**src/logic/compat_consts.svh**
```systemverilog
// Purpose: timing-free constants for the compatibility-mode gating block
// Assumes: included by bare name from the design files
// Notes: offsets, field positions, reset values and channel numbers
`ifndef COMPAT_CONSTS_SVH
`define COMPAT_CONSTS_SVH
// Register offsets on the plain register port
`define OFS_STATUS 4'h0
`define OFS_MASK 4'h1
`define OFS_CONTROL 4'h2
`define OFS_PREFIX 4'h3
`define OFS_ATR_SLOT 4'h4
`define OFS_MODE 4'h5
// Control register bits
`define CTL_INHIBIT_LOGOUT_STOP_BIT 6
`define CTL_STEP_EN_BIT 0
// Status bit positions
`define ST_ENTER 0
`define ST_LEAVE 1
`define ST_CHECKSTOP 2
`define ST_INVALID_OP 3
// Reset values
`define CONTROL_RESET 8'h00
`define MASK_RESET 4'h0
`define ATR_RESET 16'h0000
// Interruption code field of the status word, bits 16-19
`define PSW_FIELD_LO 16
`define PSW_FIELD_HI 19
// Channel numbers
`define CHAN_MPX 4'h0
`define CHAN_SEL_MAX 4'h3
`endif

```
**src/logic/compat_pkg.sv**
```systemverilog
// Purpose: types for the compatibility-mode gating block
// Assumes: nothing
// Notes: constants live in compat_consts.svh
package compat_pkg;
  // Channel addressing request and answer
  typedef struct packed {
    logic valid;
    logic [1:0] element;
    logic [3:0] channel;
  } chan_req_t;
  typedef enum logic [1:0] {
    CH_OPERATIONAL = 2'b00,
    CH_NOT_OPER = 2'b01,
    CH_INVALID = 2'b10
  } chan_resp_t;
  // Storage protection check
  typedef struct packed {
    logic valid;
    logic [3:0] prot_key;
    logic [3:0] stor_key;
  } key_req_t;
  // Mode state machine
  typedef enum logic [1:0] {
    MODE_NORMAL = 2'b00,
    MODE_ENTER = 2'b01,
    MODE_COMPAT = 2'b10
  } mode_state_t;
endpackage

```
**src/logic/compat_opcode_check.sv**
```systemverilog
// Purpose: flags op codes that may not run in compatibility mode
// Assumes: op code presented with a decode strobe
// Notes: result is registered
`timescale 1ns/1ps
module compat_opcode_check
  import compat_pkg::*;
(
  // Clock and reset
  input wire logic CLK_SYS,
  input wire logic NRST,
  // Decode request
  input wire logic dec_valid,
  input wire logic [7:0] opcode,
  input wire logic compat,
  // Result
  output logic reject_q
);
  // Set of op codes barred in compatibility mode
  function automatic logic barred(input logic [7:0] op);
    case (op)
      8'h01, 8'h02, 8'h03, 8'h0b, 8'h0c, 8'h0d, 8'h0e, 8'h0f,
      8'h52, 8'h9a, 8'h9b, 8'ha0, 8'ha1, 8'hd8: barred = 1'b1;
      default: barred = 1'b0;
    endcase
  endfunction

  // Registered reject pulse
  always_ff @(posedge CLK_SYS) begin
    if (!NRST) begin
      reject_q <= 1'b0;
    end else begin
      reject_q <= dec_valid && compat && barred(opcode); // [RULE_07]
    end
  end
endmodule

```
**src/logic/compat_key_check.sv**
```systemverilog
// Purpose: storage key match rule, mode dependent
// Assumes: keys presented with a valid strobe
// Notes: result is registered one cycle later
`timescale 1ns/1ps
module compat_key_check
  import compat_pkg::*;
(
  // Clock and reset
  input wire logic CLK_SYS,
  input wire logic NRST,
  // Request
  input key_req_t req,
  input wire logic compat,
  // Result
  output logic done_q,
  output logic match_q
);
  // Match decision
  function automatic logic key_ok(input key_req_t r, input logic c);
    if (c) begin
      key_ok = (r.prot_key == 4'h0) || (r.prot_key == r.stor_key); // [RULE_12]
    end else begin
      key_ok = (r.prot_key == 4'h0) || (r.stor_key == 4'h0) || (r.prot_key == r.stor_key); // [RULE_11]
    end
  endfunction

  // Register the answer
  always_ff @(posedge CLK_SYS) begin
    if (!NRST) begin
      done_q <= 1'b0;
      match_q <= 1'b0;
    end else begin
      done_q <= req.valid;
      match_q <= req.valid && key_ok(req, compat);
    end
  end
endmodule

```
**src/logic/compat_mode_ctrl.sv**
```systemverilog
// Purpose: compatibility-mode gating for a computing element and its I/O control element
// Assumes: all inputs synchronous to CLK_SYS; NRST is the power-on reset
// Notes: registers on a plain port, read data one cycle after the read strobe
// Summary of operation
// RULE_01 - Compat mode behaves as if inhibit_logout_stop control bit 6 were set.
// RULE_02 - Prefix base register stepping is suppressed in compat mode.
// RULE_03 - No logout_stop_signal goes to any storage_element in compat mode.
// RULE_04 - Entering compat mode clears the logical prefix base register.
// RULE_05 - Entering compat mode loads physical prefix from translator register 1 slot 1.
// RULE_06 - Lockout or element-stopped becomes checkstop, not interruption, in compat mode.
// RULE_07 - Fourteen extended op codes are invalid in compat mode.
// RULE_08 - Status word bits 16-19 are interruption code, not mask, in compat mode.
// RULE_09 - Only channels 0 to 3 of the first io_control_element operate.
// RULE_10 - Second element channels not operational, third element channels invalid.
// RULE_11 - Normal mode: zero protection or storage key, or equal keys, match.
// RULE_12 - Compat mode: only zero protection key is wildcard.
// RULE_13 - The first element's I/O processor is held stopped in compat mode.
// RULE_14 - Program load and status restart force state three, clearing compat mode.
// RULE_15 - Direct control passes through unchanged in both modes.
// RULE_16 - Pushbutton toggles the mode; lamp lit while active.
// RULE_17 - Power-on reset, external start, state two or three clear the mode.
// RULE_18 - Barred op code raises the ordinary invalid-operation exception.
// RULE_19 - Mode changes take effect at the next instruction boundary.
`timescale 1ns/1ps
`include "compat_consts.svh"
module compat_mode_ctrl
  import compat_pkg::*;
#(
  parameter int PREFIX_W = 16
)
(
  // Clock and reset
  input wire logic CLK_SYS,
  input wire logic NRST,
  // Register port
  input wire logic [3:0] REG_ADDR,
  input wire logic [31:0] REG_WDATA,
  input wire logic REG_WR,
  input wire logic REG_RD,
  output logic [31:0] REG_RDATA,
  // Panel and reset events
  input wire logic MODE_BUTTON,
  input wire logic EXT_START,
  input wire logic STATE_TWO,
  input wire logic STATE_THREE,
  input wire logic SYS_LOAD,
  input wire logic SYS_RESTART,
  output logic MODE_LAMP,
  // Instruction boundary and decode
  input wire logic INSTR_BOUNDARY,
  input wire logic DEC_VALID,
  input wire logic [7:0] OPCODE,
  output logic INVALID_OP_EXC,
  // Status word interpretation
  input wire logic [31:0] PSW_IN,
  output logic [3:0] SYS_MASK_EXT,
  output logic [3:0] INT_CODE_EXT,
  // Prefix base register stepping
  input wire logic PREFIX_STEP_REQ,
  output logic [PREFIX_W-1:0] PREFIX_LOGICAL,
  output logic [PREFIX_W-1:0] PREFIX_PHYSICAL,
  // Logout stop and storage faults
  input wire logic LOGOUT_STOP_REQ,
  output logic LOGOUT_STOP_OUT,
  input wire logic PREF_LOCKOUT,
  input wire logic STOR_STOPPED,
  output logic STOR_FAULT_INT,
  output logic CHECKSTOP,
  // Channel addressing
  input chan_req_t CHAN_REQ,
  output logic CHAN_RESP_VALID,
  output chan_resp_t CHAN_RESP,
  // Storage protection
  input key_req_t KEY_REQ,
  output logic KEY_DONE,
  output logic KEY_MATCH,
  // I/O processor and direct control
  output logic IOP_STOP,
  input wire logic [7:0] DIRECT_CTL_IN,
  output logic [7:0] DIRECT_CTL_OUT,
  // Interrupt
  output logic IRQ
);
  mode_state_t state_q;
  logic compat_flag_q;
  logic compat_q;
  logic [7:0] control_q;
  logic [3:0] mask_q;
  logic [3:0] status_q;
  logic [PREFIX_W-1:0] atr_slot_q;
  logic [PREFIX_W-1:0] prefix_log_q;
  logic [PREFIX_W-1:0] prefix_phys_q;
  logic checkstop_q;
  logic fault_int_q;
  logic logout_q;
  logic chan_valid_q;
  chan_resp_t chan_resp_q;
  logic [7:0] direct_q;
  logic [31:0] rdata_q;
  logic [3:0] sys_mask_q;
  logic [3:0] int_code_q;
  logic reject;
  logic clear_evt;
  logic wr_status;
  logic inhibit_logout_stop_eff;
  logic [3:0] events;
  logic stor_fault;
  logic step_ok;
  logic enter_evt;
  logic leave_evt;

  // Prefix base register advance, shared by both halves of the register pair
  function automatic logic [PREFIX_W-1:0] prefix_next(input logic [PREFIX_W-1:0] p);
    prefix_next = p + PREFIX_W'(1);
  endfunction

  // Events that clear the mode
  assign clear_evt = EXT_START || STATE_TWO || STATE_THREE || SYS_LOAD || SYS_RESTART; // [RULE_17] [RULE_14]
  assign wr_status = REG_WR && (REG_ADDR == `OFS_STATUS);

  // Storage fault from either source, seen by checkstop, interruption and status
  assign stor_fault = PREF_LOCKOUT || STOR_STOPPED;

  // Panel flag; toggles on the button, cleared by the reset events
  always_ff @(posedge CLK_SYS) begin
    if (!NRST) begin
      compat_flag_q <= 1'b0; // [RULE_17]
    end else if (clear_evt) begin
      compat_flag_q <= 1'b0; // [RULE_17]
    end else if (MODE_BUTTON) begin
      compat_flag_q <= ~compat_flag_q; // [RULE_16]
    end
  end

  // Mode state machine; effective mode follows the flag at an instruction boundary, and is also left on a clear event seen while the flag is already clear
  always_ff @(posedge CLK_SYS) begin
    if (!NRST) begin
      state_q <= MODE_NORMAL;
      compat_q <= 1'b0;
    end else begin
      case (state_q)
        MODE_NORMAL: begin
          if (compat_flag_q && INSTR_BOUNDARY) begin
            state_q <= MODE_ENTER; // [RULE_19]
            compat_q <= 1'b1;
          end
        end
        MODE_ENTER: begin
          state_q <= compat_flag_q ? MODE_COMPAT : MODE_NORMAL;
          compat_q <= compat_flag_q;
        end
        MODE_COMPAT: begin
          if (!compat_flag_q && (INSTR_BOUNDARY || clear_evt)) begin
            state_q <= MODE_NORMAL; // [RULE_19]
            compat_q <= 1'b0;
          end
        end
        default: begin
          state_q <= MODE_NORMAL;
          compat_q <= 1'b0;
        end
      endcase
    end
  end

  assign MODE_LAMP = compat_flag_q; // [RULE_16]

  // Effective inhibit: software bit or compat mode
  assign inhibit_logout_stop_eff = control_q[`CTL_INHIBIT_LOGOUT_STOP_BIT] || compat_q; // [RULE_01]

  // Software control, mask and translator slot registers
  always_ff @(posedge CLK_SYS) begin
    if (!NRST) begin
      control_q <= `CONTROL_RESET;
      mask_q <= `MASK_RESET;
      atr_slot_q <= PREFIX_W'(`ATR_RESET);
    end else if (REG_WR) begin
      case (REG_ADDR)
        `OFS_CONTROL: control_q <= REG_WDATA[7:0];
        `OFS_MASK: mask_q <= REG_WDATA[3:0];
        `OFS_ATR_SLOT: atr_slot_q <= REG_WDATA[PREFIX_W-1:0];
        default: ;
      endcase
    end
  end

  // Stepping needs the enable bit and no inhibit, from software or from the mode
  assign step_ok = PREFIX_STEP_REQ && !inhibit_logout_stop_eff && control_q[`CTL_STEP_EN_BIT]; // [RULE_02]

  // Prefix base registers: load on entry, step only when not inhibited
  always_ff @(posedge CLK_SYS) begin
    if (!NRST) begin
      prefix_log_q <= '0;
      prefix_phys_q <= '0;
    end else if (state_q == MODE_ENTER) begin
      prefix_log_q <= '0; // [RULE_04]
      prefix_phys_q <= atr_slot_q; // [RULE_05]
    end else if (REG_WR && (REG_ADDR == `OFS_PREFIX) && !compat_q) begin
      prefix_log_q <= REG_WDATA[PREFIX_W-1:0];
      prefix_phys_q <= REG_WDATA[PREFIX_W-1:0];
    end else if (step_ok) begin
      prefix_log_q <= prefix_next(prefix_log_q); // [RULE_02]
      prefix_phys_q <= prefix_next(prefix_phys_q);
    end
  end

  assign PREFIX_LOGICAL = prefix_log_q;
  assign PREFIX_PHYSICAL = prefix_phys_q;

  // Logout stop to storage, suppressed under inhibit
  always_ff @(posedge CLK_SYS) begin
    if (!NRST) begin
      logout_q <= 1'b0;
    end else begin
      logout_q <= LOGOUT_STOP_REQ && !inhibit_logout_stop_eff; // [RULE_03] [RULE_01]
    end
  end

  assign LOGOUT_STOP_OUT = logout_q;

  // Storage faults: checkstop in compat mode, interruption otherwise
  always_ff @(posedge CLK_SYS) begin
    if (!NRST) begin
      checkstop_q <= 1'b0;
      fault_int_q <= 1'b0;
    end else begin
      if (compat_q && stor_fault) begin
        checkstop_q <= 1'b1; // [RULE_06]
      end else if (EXT_START) begin
        checkstop_q <= 1'b0;
      end
      fault_int_q <= !compat_q && stor_fault; // [RULE_06]
    end
  end

  assign CHECKSTOP = checkstop_q;
  assign STOR_FAULT_INT = fault_int_q;

  // Op code screening
  compat_opcode_check u_opcode (
    .CLK_SYS(CLK_SYS),
    .NRST(NRST),
    .dec_valid(DEC_VALID),
    .opcode(OPCODE),
    .compat(compat_q),
    .reject_q(reject)
  );

  assign INVALID_OP_EXC = reject; // [RULE_18]

  // Status word bits 16-19 routed by mode
  always_ff @(posedge CLK_SYS) begin
    if (!NRST) begin
      sys_mask_q <= 4'h0;
      int_code_q <= 4'h0;
    end else if (compat_q) begin
      sys_mask_q <= 4'h0; // [RULE_08]
      int_code_q <= PSW_IN[`PSW_FIELD_HI:`PSW_FIELD_LO];
    end else begin
      sys_mask_q <= PSW_IN[`PSW_FIELD_HI:`PSW_FIELD_LO];
      int_code_q <= 4'h0;
    end
  end

  assign SYS_MASK_EXT = sys_mask_q;
  assign INT_CODE_EXT = int_code_q;

  // Channel answer: elements numbered 0, 1, 2 for first, second, third
  always_ff @(posedge CLK_SYS) begin
    if (!NRST) begin
      chan_valid_q <= 1'b0;
      chan_resp_q <= CH_OPERATIONAL;
    end else begin
      chan_valid_q <= CHAN_REQ.valid;
      if (!compat_q) begin
        chan_resp_q <= CH_OPERATIONAL;
      end else begin
        case (CHAN_REQ.element)
          2'h0: chan_resp_q <= (CHAN_REQ.channel <= `CHAN_SEL_MAX) ? CH_OPERATIONAL : CH_NOT_OPER; // [RULE_09]
          2'h1: chan_resp_q <= CH_NOT_OPER; // [RULE_10]
          2'h2: chan_resp_q <= CH_INVALID; // [RULE_10]
          default: chan_resp_q <= CH_INVALID;
        endcase
      end
    end
  end

  assign CHAN_RESP_VALID = chan_valid_q;
  assign CHAN_RESP = chan_resp_q;

  // Storage protection
  compat_key_check u_key (
    .CLK_SYS(CLK_SYS),
    .NRST(NRST),
    .req(KEY_REQ),
    .compat(compat_q),
    .done_q(KEY_DONE),
    .match_q(KEY_MATCH)
  );

  assign IOP_STOP = compat_q; // [RULE_13]

  // Direct control passes through in both modes
  always_ff @(posedge CLK_SYS) begin
    if (!NRST) begin
      direct_q <= 8'h00;
    end else begin
      direct_q <= DIRECT_CTL_IN; // [RULE_15]
    end
  end

  assign DIRECT_CTL_OUT = direct_q;

  // Mode events for status: one pulse on entry, one on the cycle the mode is left
  assign enter_evt = (state_q == MODE_ENTER);
  assign leave_evt = ((state_q == MODE_COMPAT) && !compat_flag_q && (INSTR_BOUNDARY || clear_evt)) ||
                     ((state_q == MODE_ENTER) && !compat_flag_q);

  // Sticky status: set wins over write-one-to-clear
  assign events = {reject, !checkstop_q && compat_q && stor_fault, leave_evt, enter_evt};
  always_ff @(posedge CLK_SYS) begin
    if (!NRST) begin
      status_q <= 4'h0;
    end else begin
      status_q <= (status_q & ~(wr_status ? REG_WDATA[3:0] : 4'h0)) | events;
    end
  end

  assign IRQ = |(status_q & mask_q);

  // Read data, one cycle after the read strobe
  always_ff @(posedge CLK_SYS) begin
    if (!NRST) begin
      rdata_q <= 32'h0000_0000;
    end else if (REG_RD) begin
      case (REG_ADDR)
        `OFS_STATUS: rdata_q <= {28'h0, status_q};
        `OFS_MASK: rdata_q <= {28'h0, mask_q};
        `OFS_CONTROL: rdata_q <= {24'h0, control_q[7:`CTL_INHIBIT_LOGOUT_STOP_BIT+1], inhibit_logout_stop_eff,
                                  control_q[`CTL_INHIBIT_LOGOUT_STOP_BIT-1:0]};
        `OFS_PREFIX: rdata_q <= 32'(prefix_log_q);
        `OFS_ATR_SLOT: rdata_q <= 32'(atr_slot_q);
        `OFS_MODE: rdata_q <= {28'h0, checkstop_q, compat_flag_q, compat_q, IOP_STOP};
        default: rdata_q <= 32'h0000_0000;
      endcase
    end else begin
      rdata_q <= 32'h0000_0000;
    end
  end

  assign REG_RDATA = rdata_q;
endmodule

```
**config.mk**
```make
export PLATFORM = sky130hd
export DESIGN_NAME = compat_mode_ctrl
export DESIGN_NICKNAME = d
export VERILOG_FILES = /design/src/logic/compat_pkg.sv /design/src/logic/compat_opcode_check.sv /design/src/logic/compat_key_check.sv /design/src/logic/compat_mode_ctrl.sv
export VERILOG_INCLUDE_DIRS = /design/src /design/src/logic
export SDC_FILE = /design/constraint.sdc
export NUM_CORES = 1
export LEC_CHECK = 0
export BUFFER_PORTS_ARGS = -buffer_cell sky130_fd_sc_hd__clkbuf_2
export CAP_MARGIN = 15
export CORE_MARGIN = 2
export CORE_UTILIZATION = 52
export CTS_CLUSTER_DIAMETER = 80
export DETAILED_ROUTE_END_ITERATION = 6
export PLACE_DENSITY_LB_ADDON = 0.05
export SLEW_MARGIN = 40
export SYNTH_ARGS = -nofsm -noshare
export SYNTH_HDL_FRONTEND = slang
export SYNTH_SLANG_ARGS = --single-unit
```
**constraint.sdc**
```tcl
create_clock -name CLK_SYS -period 5.2 [get_ports CLK_SYS]
set_input_delay 0 -clock CLK_SYS [delete_from_list [all_inputs] [get_ports CLK_SYS]]
set_output_delay 0 -clock CLK_SYS [all_outputs]
set_load 0.01 [all_outputs]
```
# ---- Word level (Yosys, flattened, before mapping)
# Index checks and enable logic that the tools add are counted.
dict set report totals {
  regBits 125
  elab_cells 129
}
dict set report op_classes {
  n_eq_ne 25
  addsub 2
  n_lt_le_gt_ge 1
  n_reduce_logical 52
  n_mux 22
  bitwise_logic 6
}
# cell n
set op_table {}
lappend op_table {{16-bit one-hot mux with 6 select lines} 1}
lappend op_table {{16-bit two-way mux} 5}
lappend op_table {{8-bit by 4-bit == test with 1-bit output (second input constant)} 5}
lappend op_table {{8-bit == test (second input constant)} 5}
lappend op_table {{16-bit by 1-bit adder with 16-bit output (second input constant)} 2}
lappend op_table {{1-bit logical AND} 18}
lappend op_table {{8-bit by 2-bit == test with 1-bit output (second input constant)} 2}
lappend op_table {{14-bit OR reduction} 1}
lappend op_table {{4-bit zero test} 3}
lappend op_table {{2-bit AND reduction} 6}
lappend op_table {{1-bit logical OR} 11}
lappend op_table {{1-bit two-way mux} 9}
lappend op_table {{4-bit AND} 2}
lappend op_table {{4-bit by 2-bit == test with 1-bit output (second input constant)} 2}
lappend op_table {{4-bit by 3-bit == test with 1-bit output (second input constant)} 2}
lappend op_table {{8-bit by 1-bit == test with 1-bit output (second input constant)} 1}
lappend op_table {{8-bit by 7-bit == test with 1-bit output (second input constant)} 1}
lappend op_table {{2-bit two-way mux} 3}
lappend op_table {{2-bit one-hot mux with 3 select lines} 1}
lappend op_table {{2-bit OR reduction} 3}
lappend op_table {{2-bit by 1-bit == test with 1-bit output (second input constant)} 2}
lappend op_table {{4-bit by 1-bit == test with 1-bit output (second input constant)} 1}
lappend op_table {{4-bit == test} 1}
lappend op_table {{4-bit by 2-bit less-or-equal comparator with 1-bit output (second input constant)} 1}
lappend op_table {{13 further kinds} 20}

# ---- Longest topological paths before layout
dict set report logic_depth {
  depth_word 8
  depth_mapped 7
}

# ---- Hierarchy
# A second synthesis with hierarchy kept.
dict set report hier_totals {
  cells_unflattened 577
  hier_area_um2 4963.5
}
# mod area_per_inst_um2 cells_each n_inst seq_area_each_um2
set by_module_without_submodules {}
lappend by_module_without_submodules {compat_mode_ctrl 4703.3 545 1 2122.0}
lappend by_module_without_submodules {compat_opcode_check 145.1 20 1 20.0}
lappend by_module_without_submodules {compat_key_check 115.1 12 1 40.0}

# ---- Least setup slack after synthesis
# No wires, ideal clock.
dict set report synth_path {
  kind {reg-to-reg}
  start {register compat_q, in the netlist IOP_STOP}
  end {register prefix_log_q[12], in the netlist PREFIX_LOGICAL[12]}
  stages_incl_launch_ff 7
  synth_period_minus_slack_ps 1701
  slack_ps 3499
  t_required_ps 5071
  t_arrival_ps 1572
  n_path_buf 1
  path_cell_list {dfxtp_1 > nand4bb_1 > buf_4 > or4_4 > nor2b_2 > xnor2_1 > a21oi_2}
}
dict set report synth_via {
  elab_chain_len 5
  word_cells_on_any_way 8
}
# item line
set synth_lines {}
lappend synth_lines {{start: declaration} compat_mode_ctrl.sv:86} ;# logic compat_q;
lappend synth_lines {{start signal: assignment} compat_mode_ctrl.sv:150} ;# compat_q <= compat_flag_q;
lappend synth_lines {{1-bit logical OR} compat_mode_ctrl.sv:169} ;# assign inhibit_logout_stop_eff = control_q[`CTL_INHIBIT_LOGOUT_STOP_BIT] || compat_q;
lappend synth_lines {{1-bit zero test} compat_mode_ctrl.sv:188} ;# assign step_ok = PREFIX_STEP_REQ && !inhibit_logout_stop_eff && control_q[`CTL_STEP_EN_BIT];
lappend synth_lines {{1-bit logical AND (2 in a row)} compat_mode_ctrl.sv:188}
lappend synth_lines {{2-bit nonzero test (no line)} -}
lappend synth_lines {{end signal: assignment} compat_mode_ctrl.sv:199} ;# prefix_log_q <= REG_WDATA[PREFIX_W-1:0];
lappend synth_lines {{end signal: assignment} compat_mode_ctrl.sv:202} ;# prefix_log_q <= prefix_next(prefix_log_q);
lappend synth_lines {{end: declaration} compat_mode_ctrl.sv:91} ;# logic [PREFIX_W-1:0] prefix_log_q;
# Several ways; a longest one is shown, not always the timed one.
# A chain may end at the register's enable or synchronous reset.

# ---- Worst setup path in the final report
dict set report layout_path {
  start {register compat_q, in the netlist IOP_STOP}
  end {register prefix_phys_q[8], in the netlist PREFIX_PHYSICAL[8]}
}
dict set report layout_via {
  elab_chain_len 5
  word_cells_on_any_way 9
}
# item line
set layout_lines {}
lappend layout_lines {{1-bit logical OR} compat_mode_ctrl.sv:169}
lappend layout_lines {{1-bit zero test} compat_mode_ctrl.sv:188}
lappend layout_lines {{1-bit logical AND (2 in a row)} compat_mode_ctrl.sv:188}
lappend layout_lines {{3-bit nonzero test (no line)} -}
lappend layout_lines {{end signal: assignment} compat_mode_ctrl.sv:197} ;# prefix_phys_q <= atr_slot_q;
lappend layout_lines {{end signal: assignment} compat_mode_ctrl.sv:200} ;# prefix_phys_q <= REG_WDATA[PREFIX_W-1:0];
lappend layout_lines {{end signal: assignment} compat_mode_ctrl.sv:203} ;# prefix_phys_q <= prefix_next(prefix_phys_q);
lappend layout_lines {{end: declaration} compat_mode_ctrl.sv:92} ;# logic [PREFIX_W-1:0] prefix_phys_q;
# Several ways; a longest one is shown, not always the timed one.

==> results.md <==
- Multi-input gate area: 2540 um2
- Worst-Margin Slew: 0.698 ns
- Drt drc: 0
- H-tree Lvls: 3
- Part of the power in registers: 57.2%
- Mapped cell area: 4960 um2
- Global-route wire length before repair: 22,400 um
- Post-DRT Antenna Nets: 0
- CTS Buf Count: 9
- Sw frac: 26.4%
- Crit path DAT: slightly below 3 ns
- Placed Instances: 813
- Fin cells: between 800 and 900
- Maxcap violations: 0
- CP delay by family, top: simple AND/OR/NAND/NOR gates
- Ys Warns: 0
- Cell Chain, Critical Path: and2b_1, nand2_1, buf_4, nor2_1, a211o_1, a31oi_1
- GRT Total Usage: 27.7%
- Post-synthesis register bit count: around 110
- Die outline height: 102 um
- Initial antenna violation count: 0
- Sw power: 400 uW
- Worst endpoint required time: ~5.5 ns
- Minimum hold slack: 0.00348 ns
- Final period util: 50.1%
- Share of layout cells above drive strength 1: 25.5%
- Ranking of synthesized cells by area: dfxtp_1 (44%), nand2_1 (4.8%), a21oi_1 (4.6%), nor2_1 (3.9%), xor2_1 (3.5%)
- # setup viols final: 0
- Fin nets: 853
- Layout Skew: around 0.015 ns
- CTS root buf: clkbuf_8
- Initial DRC Count: about 390
- DP HPWL: 9910 um
- Worst vdd ir: 0.132 mV
- Pwr dens: 242 nW/um2
- Fin. Hold Viols: 0
- I/O pins: 208
- Share of the synthesized area in the top cell type: ~44%
- Worst-Skew Late Latency: 0.37 ns
- Area of the core: slightly above 9000 um2
- Fin crit period: ~2.6 ns
- Fmax: 384 MHz
- Largest net degree at the start of global routing: 40
- Initial Util: 53.7%
- CP max FO: 36
- Int Power: 1110 uW
- Final Max Slew Viols: 0
- IO Port Bufs: 145
- Top post-synthesis cells by count: dfxtp_1 (109), nand2_1 (64), nor2_1 (52)
- Distinct cells, synth: 64
- Pwr Total: 1520 uW
- Syn Inst Count: 570
- Slew headroom: 53.4%
- Count leader, synth: dfxtp_1
- Synthesized area per cell: 8.70 um2
- Detailed Route WL: 14,200 um
- Combinational Power Share: 10.6%
- Post-synthesis sequential area ratio: 44.0%
- Die ar.: 10,300 um2
- WL/cell: 16.3 um
- Critical Path Source Type: flop
- Via count: 4,845
- CP peak stage delay: 0.74 ns
- Fillers: 790
- Gpl congestion: 0.850
- Crit Path Category: flop to flop
- Clock transition at path regs: 0.10 ns
- Most used flip-flop cell after synthesis: dfxtp_1
- Clock sink total: 109
- Clk buf depth: 2
- Total gr overflow: 0
- Worst Hold Class: input pin to flop
- Leading area contributor after synthesis: dfxtp_1
- Drt first pass iters: 5
- Storage element area: 2180 um2
- Std-Cell Rows: 35
- Unrepaired setup endpoints after global routing: no
- Syn-to-layout area delta: 26.0%
- Post-synth ARST share: 0%
- TNS Setup: 0 ns
- Status: finished clean
- Antenna cells: 0
- Slowest cell on the critical path: dfxtp_1
- Via density per instance: 5.58
- Clock network fraction of total power: 32.3%
- WP buf/inv: 1
- Vias in the first global route: 4,545
- Critical Path Sink Type: flop
- Post-synth EDFFs: 0
- Static leakage: 0.00266 uW
- CTS tree: built
- Final Util: between 60% and 70%
- Width of the chip: around 100 um
[cell type report]
cell class              count  area share [%]
well taps                 129            2.58
inverters                   7           0.420
repair buffers            190            18.6
flip-flops and latches    109            34.9
multi-input cells         418            40.6
clock inverters             6           0.720
clock buffers              10            2.20
[flip-flops by register name, indices dropped and copies added, names as in the netlist, 4 cells and up]
name / cells
PREFIX_LOGICAL: 16
PREFIX_PHYSICAL: 16
REG_RDATA: 16
atr_slot_q: 16
DIRECT_CTL_OUT: 8
control_q: 8
INT_CODE_EXT: 4
SYS_MASK_EXT: 4
mask_q: 4
status_q: 4
[what timing repair did]
| action | 4_1_cts | 5_1_grt |
|---|---|---|
| hold buffers | 40 | 0 |
| gates resized for setup | 0 | 0 |
| hold endpoints to repair | 54 | 0 |
| buffers inserted | 0 | 0 |
[kinds of logic after synthesis]
kind of cell,after synthesis,synth area share [%]
simple gates,209,21.5
compound gates,143,18.6
flops,109,44.0
buf+inv,58,6.03
xor+xnor,29,5.12
mux,19,4.21
fa+ha+maj,2,0.504
other cells,1,0.0756
[power by group through the flow]
stage / Combinational (uW) / Sequential, uW / Clock [uW]
detailed placement: 135 / 885 / 0
finish: 160 / 866 / 489
floorplan: 74.9 / 887 / 0
CTS: 157 / 866 / 499
global placement: 131 / 885 / 0
global route: 174 / 869 / 524
[worst register-to-register path, delay by kind of cell, from the launching register on]
| kind | cells | cell delay (ns) |
|---|---|---|
| AO/OA/AOI/OAI | 2 | 0.45 |
| buffers and inverters | 1 | 0.45 |
| flip-flops | 1 | 0.74 |
| AND/OR/NAND/NOR | 3 | 0.89 |
[metrics by stage]
stage | worst slack [ns] | cell area [um2]
after floorplan | 3.50 | 5020
after global placement | 2.72 | 5670
after detailed placement | 2.64 | 5670
after CTS | 2.62 | 6250
after global routing | 2.42 | 6250
final | 2.59 | 6250
[path summary, 6_finish.rpt]
kind                                     start                              end  slack [ns]  cells after the start
setup reg to reg         IOP_STOP$_SDFFE_PN0P_  PREFIX_PHYSICAL[8]$_SDFFE_PN0P_        2.59                      6
hold / removal                    REG_WDATA[2]       atr_slot_q[2]$_SDFFE_PN0P_       0.003                      3
hold reg to reg   u_opcode.reject_q$_SDFF_PN0_           status_q[3]$_SDFF_PN0_        0.48                      2
setup / recovery         IOP_STOP$_SDFFE_PN0P_  PREFIX_PHYSICAL[8]$_SDFFE_PN0P_        2.59                      6
[placed cells by master, fill, tap and decap left out, types with 6 or more instances in the layout]
master | Yosys | layout
conb_1 | 1 | 16
xnor2_1 | 9 | 9
and4_1 | 6 | 6
a22oi_1 | 21 | 21
nor2_1 | 52 | 52
a31oi_1 | 9 | 9
and2_1 | 16 | 16
dlygate4sd3_1 | 0 | 40
a211oi_1 | 7 | 7
dfxtp_1 | 109 | 109
o21ai_0 | 20 | 20
clkbuf_8 | 0 | 10
nand4_1 | 17 | 17
and3_1 | 7 | 7
nand3_1 | 8 | 8
inv_1 | 7 | 7
a21oi_1 | 46 | 46
mux2i_1 | 13 | 13
nand2_1 | 64 | 64
xor2_1 | 20 | 20
clkbuf_2 | 0 | 145
nor3_1 | 7 | 7
[per-layer routing]
| metal | track usage (%) | vias up | wire [um] |
|---|---|---|---|
| li1 | - | 2328 | - |
| met1 | 37.4 | 2264 | 6340 |
| met2 | 45.8 | 225 | 6580 |
| met3 | 4.00 | 28 | 987 |
| met4 | 8.63 | 0 | 236 |
| met5 | 0 | - | 0 |
No activity file was read; power rests on OpenSTA's default activity.
